$ cat src/hw/brg_consts.vh
`ifndef BRG_CONSTS_VH
`define BRG_CONSTS_VH
// register byte addresses on the APB
`define BRG_ADDR_CLKSEL 8'h00
`define BRG_ADDR_DIV 8'h04
`define BRG_ADDR_CTRL 8'h08
`define BRG_ADDR_STAT 8'h0C
// reset values
`define BRG_CLKSEL_RST 4'h0
`define BRG_DIV_RST 8'hFF
// field positions in the control register
`define BRG_CTRL_PWR 7
`define BRG_CTRL_TXE 6
`define BRG_CTRL_RXE 5
// field positions in the status register
`define BRG_STAT_TXCLK 0
`define BRG_STAT_RXCLK 1
`define BRG_STAT_RXRUN 2
`define BRG_STAT_GAP 3
// divider limits and select codes
`define BRG_DIV_MIN 8'h04
`define BRG_SEL_TIMER 4'hB
// timing counts
`define BRG_FRAME_BITS 4'hB
`define BRG_GAP_CLKS 2'h2
`define BRG_PRE_W 10
`endif

$ cat src/hw/brg_top.v
// Register access over APB and the placing of the registers were chosen for this implementation.
`include "brg_consts.vh"
`default_nettype none
module brg_top #(
	parameter DIV_W = 8
) (
	input wire MCLK_I,
	input wire RST_I,
	input wire CE_I,
	input wire PSEL_I,
	input wire PENABLE_I,
	input wire PWRITE_I,
	input wire [7:0] PADDR_I,
	input wire [31:0] PWDATA_I,
	output reg [31:0] PRDATA_O,
	output reg PREADY_O,
	output reg PSLVERR_O,
	input wire HELPER_TIMER_I,
	input wire TX_WRITE_I,
	input wire TX_MORE_I,
	input wire TX_FRAME_END_I,
	input wire RXD_I,
	output reg BASE_CLK_O,
	output reg TX_BIT_CLK_O,
	output reg TX_BIT_EDGE_O,
	output reg RX_SAMPLE_O,
	output reg RX_START_O,
	output reg RX_ACTIVE_O
);
	reg [3:0] clksel_r;
	reg [7:0] div_r;
	reg pwr_r;
	reg txe_r;
	reg rxe_r;
	reg [`BRG_PRE_W-1:0] pre_r;
	reg [`BRG_PRE_W-1:0] pre_prev_r;
	reg tmr_s1_r;
	reg tmr_s2_r;
	reg tmr_s3_r;
	reg rxd_s1_r;
	reg rxd_s2_r;
	reg rxd_f_r;
	reg rxd_prev_r;
	reg tick_r;
	reg tx_run_r;
	reg gap_r;
	reg [1:0] gap_cnt_r;
	reg rx_run_r;
	reg [3:0] rx_bits_r;
	reg [31:0] rdata_nxt;
	reg tick_nxt;
	wire [7:0] k_eff;
	wire tx_clr;
	wire rx_clr;
	wire tx_half;
	wire tx_clk;
	wire tx_edge;
	wire rx_half;
	wire rx_clk;
	wire rx_edge;
	wire rx_start;
	wire wr_acc;
	wire rd_acc;

	// a write lands at the edge where the master sees the access acknowledged
	assign wr_acc = PSEL_I && PENABLE_I && PWRITE_I && PREADY_O;
	assign rd_acc = PSEL_I && !PENABLE_I && !PWRITE_I;

	// clamp protects the counter from a sub-minimum divider value
	assign k_eff = (div_r < `BRG_DIV_MIN) ? `BRG_DIV_MIN : div_r;

	always @* begin
		case (PADDR_I)
		`BRG_ADDR_CLKSEL: rdata_nxt = {28'h0000000, clksel_r};
		`BRG_ADDR_DIV: rdata_nxt = {24'h000000, div_r};
		`BRG_ADDR_CTRL: rdata_nxt = {24'h000000, pwr_r, txe_r, rxe_r, 5'h00};
		`BRG_ADDR_STAT: rdata_nxt = {28'h0000000, gap_r, rx_run_r, rx_clk, tx_clk};
		default: rdata_nxt = 32'h00000000;
		endcase
	end

	// apb slave: no wait states, answer in the access cycle after setup
	always @(posedge MCLK_I or posedge RST_I) begin
		if (RST_I) begin
			PREADY_O <= 1'b0;
			PSLVERR_O <= 1'b0;
			PRDATA_O <= 32'h00000000;
			clksel_r <= `BRG_CLKSEL_RST;
			div_r <= `BRG_DIV_RST;
			pwr_r <= 1'b0;
			txe_r <= 1'b0;
			rxe_r <= 1'b0;
		end else if (CE_I) begin
			PREADY_O <= PSEL_I && !PENABLE_I;
			PSLVERR_O <= PSEL_I && !PENABLE_I && (PADDR_I > `BRG_ADDR_STAT ||
				PADDR_I[1:0] != 2'h0);
			if (rd_acc) begin
				PRDATA_O <= rdata_nxt;
			end
			if (wr_acc) begin
				case (PADDR_I)
				`BRG_ADDR_CLKSEL: begin
					// prohibited codes are not stored
					if (PWDATA_I[3:0] <= `BRG_SEL_TIMER) begin
						clksel_r <= PWDATA_I[3:0];
					end
				end
				`BRG_ADDR_DIV: div_r <= PWDATA_I[7:0];
				`BRG_ADDR_CTRL: begin
					pwr_r <= PWDATA_I[`BRG_CTRL_PWR];
					txe_r <= PWDATA_I[`BRG_CTRL_TXE];
					rxe_r <= PWDATA_I[`BRG_CTRL_RXE];
				end
				default: begin
				end
				endcase
			end
		end
	end

	// prescaler and pin synchronisers
	always @(posedge MCLK_I or posedge RST_I) begin
		if (RST_I) begin
			pre_r <= {`BRG_PRE_W{1'b0}};
			pre_prev_r <= {`BRG_PRE_W{1'b0}};
			tmr_s1_r <= 1'b0;
			tmr_s2_r <= 1'b0;
			tmr_s3_r <= 1'b0;
			rxd_s1_r <= 1'b1;
			rxd_s2_r <= 1'b1;
			rxd_f_r <= 1'b1;
			rxd_prev_r <= 1'b1;
			tick_r <= 1'b0;
			BASE_CLK_O <= 1'b0;
		end else if (CE_I) begin
			pre_r <= pwr_r ? pre_r + {{(`BRG_PRE_W-1){1'b0}}, 1'b1} : {`BRG_PRE_W{1'b0}};
			pre_prev_r <= pre_r;
			tmr_s1_r <= HELPER_TIMER_I;
			tmr_s2_r <= tmr_s1_r;
			tmr_s3_r <= tmr_s2_r;
			rxd_s1_r <= RXD_I;
			rxd_s2_r <= rxd_s1_r;
			// two matching samples change the filtered level
			if (tick_r && rxd_s2_r == rxd_prev_r) begin
				rxd_f_r <= rxd_s2_r;
			end
			if (tick_r) begin
				rxd_prev_r <= rxd_s2_r;
			end
			tick_r <= tick_nxt && pwr_r;
			BASE_CLK_O <= tick_nxt && pwr_r;
		end
	end

	// base tick: a rising edge of the selected divided clock, or every cycle for select code 0
	always @* begin
		tick_nxt = 1'b0;
		if (clksel_r == 4'h0) begin
			tick_nxt = 1'b1;
		end else if (clksel_r == `BRG_SEL_TIMER) begin
			tick_nxt = tmr_s2_r && !tmr_s3_r;
		end else if (clksel_r < `BRG_SEL_TIMER) begin
			tick_nxt = pre_r[clksel_r - 4'h1] && !pre_prev_r[clksel_r - 4'h1];
		end
	end

	// transmit path: gap of two base clocks between back-to-back frames
	assign tx_clr = !pwr_r || !txe_r || gap_r ||
		(TX_WRITE_I && !tx_run_r);

	always @(posedge MCLK_I or posedge RST_I) begin
		if (RST_I) begin
			tx_run_r <= 1'b0;
			gap_r <= 1'b0;
			gap_cnt_r <= 2'h0;
		end else if (CE_I) begin
			if (!pwr_r || !txe_r) begin
				tx_run_r <= 1'b0;
				gap_r <= 1'b0;
				gap_cnt_r <= 2'h0;
			end else if (gap_r) begin
				if (tick_r) begin
					gap_cnt_r <= gap_cnt_r + 2'h1;
					if (gap_cnt_r == `BRG_GAP_CLKS - 2'h1) begin
						gap_r <= 1'b0;
					end
				end
			end else if (TX_WRITE_I) begin
				tx_run_r <= 1'b1;
			end else if (TX_FRAME_END_I && TX_MORE_I) begin
				gap_r <= 1'b1;
				gap_cnt_r <= 2'h0;
			end
		end
	end

	brg_div_ctr #(.W(DIV_W)) u_tx_ctr (
		.clk_i(MCLK_I),
		.rst_i(RST_I),
		.ce_i(CE_I),
		.clr_i(tx_clr),
		.tick_i(tick_r),
		.k_i(k_eff),
		.half_o(tx_half),
		.bit_clk_o(tx_clk),
		.edge_o(tx_edge)
	);

	// receive path: low filtered line on a base tick while idle starts a frame
	assign rx_start = !rx_run_r && rxd_f_r == 1'b0 && tick_r;
	assign rx_clr = !pwr_r || !rxe_r || !rx_run_r;

	always @(posedge MCLK_I or posedge RST_I) begin
		if (RST_I) begin
			rx_run_r <= 1'b0;
			rx_bits_r <= 4'h0;
		end else if (CE_I) begin
			if (!pwr_r || !rxe_r) begin
				rx_run_r <= 1'b0;
				rx_bits_r <= 4'h0;
			end else if (rx_start) begin
				rx_run_r <= 1'b1;
				rx_bits_r <= 4'h0;
			end else if (rx_run_r && rx_edge) begin
				rx_bits_r <= rx_bits_r + 4'h1;
				if (rx_bits_r == `BRG_FRAME_BITS - 4'h1) begin
					rx_run_r <= 1'b0;
				end
			end
		end
	end

	brg_div_ctr #(.W(DIV_W)) u_rx_ctr (
		.clk_i(MCLK_I),
		.rst_i(RST_I),
		.ce_i(CE_I),
		.clr_i(rx_clr),
		.tick_i(tick_r),
		.k_i(k_eff),
		.half_o(rx_half),
		.bit_clk_o(rx_clk),
		.edge_o(rx_edge)
	);

	// outputs: bit rate = base / (2k) since two half periods of k ticks each
	always @(posedge MCLK_I or posedge RST_I) begin
		if (RST_I) begin
			TX_BIT_CLK_O <= 1'b0;
			TX_BIT_EDGE_O <= 1'b0;
			RX_SAMPLE_O <= 1'b0;
			RX_START_O <= 1'b0;
			RX_ACTIVE_O <= 1'b0;
		end else if (CE_I) begin
			TX_BIT_CLK_O <= tx_clk;
			TX_BIT_EDGE_O <= tx_edge && !tx_clr;
			// sample at mid-bit: half-period boundary with divide-by-two low
			RX_SAMPLE_O <= rx_half && !rx_clk && rx_run_r;
			RX_START_O <= rx_start;
			RX_ACTIVE_O <= rx_run_r;
		end
	end
endmodule
`default_nettype wire

$ cat src/hw/brg_div_ctr.v
`include "brg_consts.vh"
`default_nettype none
// one divider channel: counts base ticks to k, toggles a divide-by-two stage
module brg_div_ctr #(
	parameter W = 8
) (
	input wire clk_i,
	input wire rst_i,
	input wire ce_i,
	input wire clr_i,
	input wire tick_i,
	input wire [W-1:0] k_i,
	output wire half_o,
	output wire bit_clk_o,
	output wire edge_o
);
	reg [W-1:0] cnt_r;
	reg half_r;
	wire hit;
	assign hit = tick_i && (cnt_r >= k_i - {{(W-1){1'b0}}, 1'b1});
	always @(posedge clk_i or posedge rst_i) begin
		if (rst_i) begin
			cnt_r <= {W{1'b0}};
			half_r <= 1'b0;
		end else if (ce_i) begin
			if (clr_i) begin
				cnt_r <= {W{1'b0}};
				half_r <= 1'b0;
			end else if (hit) begin
				cnt_r <= {W{1'b0}};
				half_r <= ~half_r;
			end else if (tick_i) begin
				cnt_r <= cnt_r + {{(W-1){1'b0}}, 1'b1};
			end
		end
	end
	assign half_o = hit;
	assign bit_clk_o = half_r;
	assign edge_o = hit && half_r;
endmodule
`default_nettype wire

$ cat config.mk
export PLATFORM = sky130hd
export DESIGN_NAME = brg_top
export DESIGN_NICKNAME = d
export VERILOG_FILES = /design/src/hw/brg_top.v /design/src/hw/brg_div_ctr.v
export VERILOG_INCLUDE_DIRS = /design/src /design/src/hw
export SDC_FILE = /design/constraint.sdc
export NUM_CORES = 1
export LEC_CHECK = 0
export BUFFER_PORTS_ARGS = -buffer_cell sky130_fd_sc_hd__buf_2
export CAP_MARGIN = 20
export CORE_AREA = 2 2 87 109
export CTS_BUF_LIST = sky130_fd_sc_hd__clkbuf_8 sky130_fd_sc_hd__clkbuf_16
export DETAILED_ROUTE_END_ITERATION = 6
export DIE_AREA = 0 0 89 111
export GPL_TIMING_DRIVEN = 0
export PLACE_DENSITY = 0.79
export SETUP_SLACK_MARGIN = 0.05
export SYNTH_ARGS = -nofsm -noshare
export SYNTH_HDL_FRONTEND = slang
export SYNTH_SLANG_ARGS = --single-unit
$ cat constraint.sdc
create_clock -name MCLK_I -period 4.6 [get_ports MCLK_I]
set_input_delay 0.46 -clock MCLK_I [delete_from_list [all_inputs] [get_ports MCLK_I]]
set_output_delay 0.46 -clock MCLK_I [all_outputs]
set_load 0.01 [all_outputs]
; ---- Yosys cells after proc, flatten, opt, wreduce, memory -nomap -nowiden
; Index checks and enable logic that the tools add are counted.
[totals]
register_bits = 109
input_bits = 51
out_inout_bits = 40
word_cells = 164
[op_classes]
n_addsub = 7
magnitude_cmp = 7
eq_ne = 10
n_mux = 41
bitwise_logic = 3
reduce_logical = 64
[ops]
columns = op, n
row1 = 8-bit two-way mux, 7
row2 = 8-bit one-hot mux with 4 select lines, 1
row3 = 1-bit logical AND, 22
row4 = 1-bit two-way mux, 22
row5 = "8-bit by 1-bit adder with 8-bit output, second input constant", 2
row6 = "8-bit by 4-bit == test with 1-bit output, second input constant", 2
row7 = 8-bit greater-or-equal comparator, 2
row8 = 2-bit AND reduction, 8
row9 = 3-bit nonzero test, 5
row10 = 4-bit two-way mux, 3
row11 = 3-bit AND reduction, 4
row12 = 1-bit zero test, 11
row13 = "10-bit by 1-bit adder with 10-bit output, second input constant", 1
row14 = 10-bit two-way mux, 1
row15 = 2-bit two-way mux, 5
row16 = 1-bit binary-select mux with 4-bit select, 2
row17 = "4-bit == test, second input constant", 2
row18 = "8-bit by 3-bit == test with 1-bit output, second input constant", 1
row19 = "8-bit by 4-bit > comparator with 1-bit output, second input constant", 1
row20 = 8-bit zero test, 1
row21 = "8-bit by 3-bit < comparator with 1-bit output, second input constant", 1
row22 = 4-bit AND reduction, 2
row23 = 2-bit nonzero test, 4
row24 = "8-bit by 1-bit subtractor with 8-bit output, second input constant", 1
row25 = other kinds (14), 21

; ---- Depth between registers and ports, before layout
; Gate-level depths: netlist of run 1.
[logic_depth]
ltp_word = 10
mapped_depth = 16
ltp_nobuf = 14

; ---- By module
; A second synthesis of run 1 with hierarchy kept.
[unflattened]
cells_unflattened = 500
hier_area_um2 = 5004.8
[by_module_without_submodules]
columns = module, instances, cells_per_inst, area_per_inst_um2
row1 = brg_top, 1, 330, 3478.3
row2 = brg_div_ctr, 2, 85, 763.2

; ---- Least setup slack after synthesis of run 1
; No wires, ideal clock.
[synth_path]
path_kind = flip-flop to flip-flop
from = reg div_r[5]
to = reg rx_bits_r[0]
setup_ps = 87
t_arrival_ps = 3082
path_slack_ps = 1432
stages_incl_launch_ff = 16
n_path_buf = 2
period_less_slack_ps = 3168
path_cell_list = dfstp_2 clkbuf_1 nor3_1 nand2_1 nand2_1 ha_1 xor2_1 ha_1 a21o_1 a31oi_1 o21ai_0 nand4_1 o211a_1 buf_6 or4_1 o211ai_1
[synth_via]
elab_chain_cells = 9
[synth_rtl]
columns = item, line_no
row1 = "start, declared", brg_top.v:31  ; reg [7:0] div_r;
row2 = "start signal, assigned", brg_top.v:89  ; div_r <= `BRG_DIV_RST;
row3 = "start signal, assigned", brg_top.v:108  ; `BRG_ADDR_DIV: div_r <= PWDATA_I[7:0];
row4 = 8-bit by 3-bit < comparator with 1-bit output (no line), --
row5 = 8-bit two-way mux *, brg_top.v:70  ; assign k_eff = (div_r < `BRG_DIV_MIN) ? `BRG_DIV_MIN : div_r;
row6 = 8-bit by 1-bit subtractor with 8-bit output *, brg_div_ctr.v:20  ; assign hit = tick_i && (cnt_r >= k_i - {{(W-1){1'b0}}, 1'b1});
row7 = 8-bit greater-or-equal comparator *, brg_div_ctr.v:20
row8 = 1-bit logical AND *, brg_div_ctr.v:20
row9 = 1-bit logical AND *, brg_div_ctr.v:39  ; assign edge_o = hit && half_r;
row10 = 1-bit logical AND *, brg_top.v:224  ; end else if (rx_run_r && rx_edge) begin
row11 = 3-bit nonzero test (no line) *, --
row12 = 2-bit AND reduction (no line) *, --
row13 = "end signal, assigned", brg_top.v:225  ; rx_bits_r <= rx_bits_r + 4'h1;
row14 = "end, declared", brg_top.v:49  ; reg [3:0] rx_bits_r;
; Every way passes the cells marked *; elsewhere a longest branch is shown, timed or not.
; A chain may end at the register's enable or synchronous reset.

; ---- Worst setup path in the final report of run 1
[layout_path]
from = reg div_r[5]
to = reg u_tx_ctr.half_r, in the netlist u_tx_ctr.bit_clk_o
[layout_via]
elab_chain_cells = 7
[layout_rtl]
columns = item, line_no
row1 = 8-bit by 3-bit < comparator with 1-bit output (no line), --
row2 = 8-bit two-way mux *, brg_top.v:70
row3 = 8-bit by 1-bit subtractor with 8-bit output *, brg_div_ctr.v:20
row4 = 8-bit greater-or-equal comparator *, brg_div_ctr.v:20
row5 = 1-bit logical AND *, brg_div_ctr.v:20
row6 = 2-bit nonzero test (no line) *, --
row7 = 2-bit AND reduction (no line) *, --
row8 = "end signal, assigned", brg_div_ctr.v:31  ; half_r <= ~half_r;
row9 = "end, declared", brg_div_ctr.v:18  ; reg half_r;
; Marks and branches as above.

==> results.tsv, run 1 <==
metric	value	unit
syn_area_per_cell	9.59	um2
cts_setup_buffers	0	
final_net_count	654	
hpwl	8350	um
powerDensity	341	mW/mm2
drive_gt1_frac	0.225	
path_cells	clkbuf_1 -> nor3_1 -> nand2_1 -> nand2_1 -> ha_1 -> xor2_1 -> ha_1 -> a21o_1 -> a31oi_1 -> o21ai_0 -> maj3_1 -> o21ai_0 -> a21oi_1 -> o21ai_0	
cts_buffer_depth	2	
io_buffers	42	
drt-pass1-iter-count	5	
crit_buf_inv	1	
yosys_warnings	0	
ir_drop	0.267	mV
finalSetupViolCount	0	
cp.required	4.86	ns
synth.largest_area_cell	dfrtp_1	
crit_slowest_cell	dfstp_2	
ys.flop_type	dfrtp_1	
clk_pin_slew	0.06	ns
grt_pass1_vias	4075	
viasPerCell	5.74	
post_cts_resized	0	
netlist_instances	505	
ios	91	
drt_iter0_markers	330	
fin_setup_tns	0	ns
crit_path_end_kind	register	
worstSkewPairLatency	0.34	ns
grt_pass1_wl	19400	um
routedWlPerCell	16.0	um
drt.antenna.violating_nets	0	
max_stage_delay	0.51	ns
synth_area_leaders	dfrtp_1 38%, mux2_2 6.7%, dfstp_2 6.5%	
status	finished clean	
critical_path.top_delay_family	compound AO/OA/AOI/OAI gates	
ys_ff_latch	85	
area_growth	16.5	%
path_class	register to register	
synth_edf_count	0	
syn_area	0.00484	mm2
placed_area	0.00532	mm2
track_usage	0.251	
crit_top_cell	o21ai_0	
worstMarginPinSlew	0.684	ns
worstPathMaxFanout	8	
maxCapViolCount	0	
critPathLaunchType	register	
grt-ovfl-total	0	
die_h	111	um
wirelength	11400	um
cts_hold_buf	0	
final_hold_viol_count	0	
dieWidth	89	um
antenna_found_initial	0	
place_congestion	0.850	
fmax	0.266	GHz
synth_common_cells	73 x dfrtp_1, 52 x nand2_1, 40 x nor2_1	
cts_tree	built	
clock-sinks	85	
core_area	0.00898	mm2
final_area	0.00564	mm2
clockRootBuffer	clkbuf_16	
ys_seq_area_frac	0.442	
die_area	0.00988	mm2
rows	39	
initial_utilization	0.540	
drv_slew	0	
rsz0062_at_grt	false	
fin_crit_sh	0.816	
synthArstFlopShare	1.00	
diodes	0	
grt_max_degree	45	
htree_levels	3	
min_period	3.75	ns
yosysMostFrequentCell	dfrtp_1	
slew_headroom	0.543	
fill_cells	740	
clock_skew	0.00749	ns
synth_cell_type_count	53	
synth.top_cell.area_share	0.377	
vias	4072	
cts-buffers-inserted	9	
cp.arrival	4.02	ns
p_leak	2.61	nW
holdCritPathClass	primary input to asynchronous set/reset pin	
drc_errors	0	
## per-stage QoR
step / utilization / power [W] / setup slack (ns) / instances / hold slack [ns]
CTS: 0.629 / 0.00193 / 0.874 / 710 / 0.185
floorplan: - / 0.00106 / 1.43 / 528 / 0.454
global route: 0.629 / 0.00201 / 0.593 / 710 / 0.220
detailed placement: 0.592 / 0.00115 / 0.883 / 694 / 0.471
global placement: 0.590 / 0.00113 / 1.03 / 693 / 0.458
finish: 0.629 / 0.00192 / 0.846 / 710 / 0.171
## cell type report
type                            instances  area [um2]  area share
Sequential cell                        85        2140       0.380
Clock buffer                           11         253      0.0448
Multi-Input combinational cell        374        2430       0.431
Clock inverter                          5        73.8      0.0131
Tap cell                              123         154      0.0273
Buffer                                 41         251      0.0446
Inverter                               28         108      0.0191
Timing Repair Buffer                   43         230      0.0408
## report_power, final
| group | internal, W | switching (W) | leakage [nW] | total (W) |
|---|---|---|---|---|
| logic | 0.000111 | 0.000144 | 1.38 | 0.000255 |
| clock network | 0.000501 | 0.000287 | 0.167 | 0.000789 |
| registers | 0.000820 | 0.0000606 | 1.06 | 0.000881 |
| total | 0.00143 | 0.000492 | 2.61 | 0.00192 |
## metal layers
| layer | GRT usage | wire, um | vias to the layer above |
|---|---|---|---|
| li1 | - | - | 1902 |
| met1 | 0.319 | 4570 | 1959 |
| met2 | 0.391 | 5670 | 163 |
| met3 | 0.0335 | 581 | 48 |
| met4 | 0.166 | 568 | 0 |
| met5 | 0 | 0 | - |
## final timing paths
kind / start / to / slack (ns) / cells past startpoint
setup / recovery: div_r[5] / u_tx_ctr.bit_clk_o / 0.85 / 14
hold / removal: RST_I / tmr_s1_r / 0.17 / 2
setup reg to reg: div_r[5] / u_tx_ctr.bit_clk_o / 0.85 / 14
hold reg to reg: rxd_prev_r / rxd_f_r / 0.48 / 2
max in group asynchronous: RST_I / rxd_prev_r / 3.75 / 3
min in group MCLK_I: HELPER_TIMER_I / tmr_s1_r / 0.36 / 2
## state kept, by name, indices dropped and copies added, names as in the netlist, 2 cells and up
| register | flops |
|---|---|
| clksel_r | 4 |
| pre_r | 10 |
| pre_prev_r | 10 |
| u_rx_ctr.cnt_r | 8 |
| div_r | 8 |
| rx_bits_r | 4 |
| gap_cnt_r | 2 |
| PRDATA_O | 8 |
| u_tx_ctr.cnt_r | 8 |
## cells by family (layout without fill, tap and decap cells)
family / Yosys count / in the layout / share of synthesized area
adder cells (fa/ha/maj): 22 / 22 / 0.0563
XOR/XNOR: 15 / 15 / 0.0271
buffers and inverters: 69 / 128 / 0.0736
multiplexers: 39 / 39 / 0.0907
flip-flops: 85 / 85 / 0.442
AO/OA/AOI/OAI: 111 / 111 / 0.149
other: 1 / 24 / 0.000774
AND/OR/NAND/NOR: 163 / 163 / 0.160
## placed cells by master, fill, tap and decap left out, types with 10 or more instances in the layout
cell type	count
dfrtp_1	73
nand2_1	52
buf_2	42
nor2_1	40
o21ai_0	39
mux2_2	29
inv_1	28
buf_4	24
conb_1	24
ha_1	21
nand3_1	20
clkbuf_1	16
a21oi_1	14
dfstp_2	12
a31oi_1	11
nor3_1	10
Note: power is estimated with default switching activity, not from simulation.
==> inputs of run 2 (changes only) <==
ABC_AREA = 1   (was not set)
CORE_AREA = 2 2 87 110   (was 2 2 87 109)
DIE_AREA = 0 0 89 112   (was 0 0 89 111)
clock period = 3.71 ns   (was 4.6 ns; I/O delays follow)
==> run 2 against run 1 <==
Compared with the run above: non-clock buffer count is 5 lower; register-to-register slack better by 0.02 ns; clock skew is 0.0012 ns higher; die area is 0.90% higher; clock power is 21% higher; combinational power is 51% lower; global-route usage is 0.18 points higher; worst setup slack better by 0.024 ns; hold slack worse by 0.098 ns; sequential share of layout area is 0.45 points lower; critical path depth is 7 higher; critical endpoint unchanged; highest routed layer unchanged.
==> results.tsv, run 2 <==
metric	value	unit	change
fmax	0.352	GHz	+32%
cts_hold_buf	0		unchanged
drt.antenna.violating_nets	0		unchanged
cts-buffers-inserted	9		unchanged
cts_setup_buffers	0		unchanged
grt-ovfl-total	0		unchanged
total_power	0.00203	W	+5.4%
crit_slowest_cell	dfstp_2		
htree_levels	3		unchanged
vias	4273		+4.9%
worstPathMaxFanout	6		-2
fin_setup_tns	0	ns	unchanged
ys.flop_type	dfrtp_1		
syn_area_per_cell	8.08	um2	-16%
path_class	register to register		
fin_crit_sh	0.766		-0.0506
initial_utilization	0.547		+0.00725
die_h	112	um	+0.90%
crit_top_cell	nand2_1		
r2r_cells	21		+7
critPathLaunchType	register		
powerDensity	355	mW/mm2	+4.1%
slew_headroom	0.604		+0.0610
status	finished clean		
die_area	0.00997	mm2	+0.90%
drt-pass1-iter-count	5		unchanged
synth_common_cells	132 x nand2_1, 93 x inv_1, 73 x dfrtp_1		
synthArstFlopShare	1.00		unchanged
synth_edf_count	0		unchanged
grt_max_degree	47		+4.4%
synth_cell_type_count	43		-19%
dieWidth	89	um	unchanged
grt_pass1_wl	19400	um	+0.21%
core_area	0.00898	mm2	unchanged
track_usage	0.252		+0.00181
final_hold_viol_count	0		unchanged
ys_seq_area_frac	0.436		-0.00586
synth.largest_area_cell	dfrtp_1		
layout_commonest_cell	nand2_1		
cts_tree	built		
netlist_instances	608		+20%
reg2reg_from	div_r[3]		
ir_drop	0.200	mV	-25%
area_growth	16.3	%	
hpwl	8660	um	+3.7%
clk_pin_slew	0.07	ns	about the same
rows	39		unchanged
drt_iter0_markers	196		-41%
cp.arrival	3.12	ns	-0.90 ns
path_cells	nor2_2 -> nand3_2 -> nand2_2 -> ha_1 -> xnor2_1 -> ha_1 -> nand2_1 -> nand2_1 -> nand2_1 -> nand2_1 -> a21oi_1 -> nand2_1 -> nand2_1 -> nand2_1 -> nand2_1 -> nand2_1 -> nand2_2 -> nand2_2 -> nand2_1 -> nand2_1 -> nand2_1		
clock-sinks	85		unchanged
r2r_end	u_tx_ctr.bit_clk_o		
rsz0062_at_grt	false		
ios	91		unchanged
ys_ff_latch	85		unchanged
place_congestion	0.892		+5.0%
holdCritPathClass	primary input to asynchronous set/reset pin		
crit_path_end_kind	register		
antenna_found_initial	0		unchanged
drc_errors	0		unchanged
maxCapViolCount	0		unchanged
wirelength	11600	um	+1.4%
finalSetupViolCount	0		unchanged
max_stage_delay	0.59	ns	+0.08 ns
final_net_count	757		+16%
cp.required	3.99	ns	-0.87 ns
synth.top_cell.area_share	0.372		-0.00500
viasPerCell	5.26		-8.4%
drv_slew	0		unchanged
worstSkewPairLatency	0.34	ns	about the same
grt_pass1_vias	4272		+4.8%
worstMarginPinSlew	0.594	ns	-0.0901 ns
io_buffers	42		unchanged
yosysMostFrequentCell	nand2_1		
r2r_setup_slack	0.87	ns	+0.02 ns
largestRegisters	pre_prev_r: 10 flops, pre_r: 10 flops		
synth_area_leaders	dfrtp_1 37%, nand2_1 10%, inv_1 7.1%		
routedWlPerCell	14.2	um	-11%
clock_skew	0.00873	ns	+0.00123 ns
clockRootBuffer	clkbuf_16		
min_period	2.84	ns	-0.914 ns
mostFrequentLayoutCells	132 x nand2_1, 92 x inv_1, 73 x dfrtp_1, 58 x o21ai_0, 43 x buf_2		
drive_gt1_frac	0.194		-0.0307
p_leak	2.79	nW	+7.0%
cts_buffer_depth	2		unchanged
post_cts_resized	0		unchanged
diodes	0		unchanged
syn_area	0.00491	mm2	+1.3%
yosys_warnings	0		unchanged
-- run 2: cell type report --
class,count,area (um2)
buffer,36,241
clock buffer,12,267
multi-input combinational,415,2250
inverter,95,362
fill,777,3270
sequential,85,2140
tap,123,154
clock inverter,4,55.1
timing repair buffer,43,238
-- run 2: worst max-delay path by stage --
| stage | start | end | slack [ns] | depth (start not counted) |
|---|---|---|---|---|
| floorplan | RST_I | PRDATA_O[0] | 1.17 | 1 |
| finish | div_r[3] | u_tx_ctr.bit_clk_o | 0.87 | 21 |
| global placement | RST_I | u_rx_ctr.cnt_r[5] | 0.19 | 2 |
| detailed placement | div_r[3] | u_tx_ctr.bit_clk_o | 0.89 | 21 |
| global route | div_r[3] | u_tx_ctr.bit_clk_o | 0.62 | 21 |
| CTS | div_r[3] | u_tx_ctr.bit_clk_o | 0.87 | 21 |
-- run 2: metrics by stage --
step	cells	instance area [um2]	setup WS, ns	hold WS [ns]	util
after global placement	796	5360	0.192	0.455	0.597
after CTS	813	5710	0.868	0.0894	0.636
after floorplan	631	5000	1.17	0.437	-
after detailed placement	797	5390	0.891	0.456	0.600
after global routing	813	5710	0.623	0.120	0.636
final	813	5710	0.870	0.0729	0.636
-- run 2: logic make-up after synthesis --
kind of cell,Yosys count,synth area share
other,1,0.000764
AOI/OAI and AO/OA,117,0.138
buffers and inverters,131,0.122
DFF,85,0.436
adders and majority gates,21,0.0535
and+or+nand+nor,234,0.214
muxes,2,0.00459
xor gates and xnor gates,17,0.0303
-- run 2: routing by layer --
layer  up-vias  part of all wire  global-route usage
li1       2086                 -                   -
met1      2049              0.40               0.299
met2       113              0.53               0.439
met3        25             0.044              0.0437
met4         0             0.031               0.111
met5         -                 0                   0
-- run 2: power by group --
group	internal [W]	total [W]	switching (W)	leakage, nW
clock network	0.000579	0.000953	0.000374	0.155
registers	0.000942	0.000949	0.00000679	1.14
logic	0.0000452	0.000126	0.0000810	1.50
total	0.00157	0.00203	0.000462	2.79
-- run 2: worst max-delay path: cells and delay by family, from the launching register on --
kind	cells	cell delay, ns
flip-flops	1	0.59
adder cells (fa/ha/maj)	2	0.52
XOR/XNOR	1	0.27
AO/OA/AOI/OAI	1	0.13
AND/OR/NAND/NOR	17	1.27
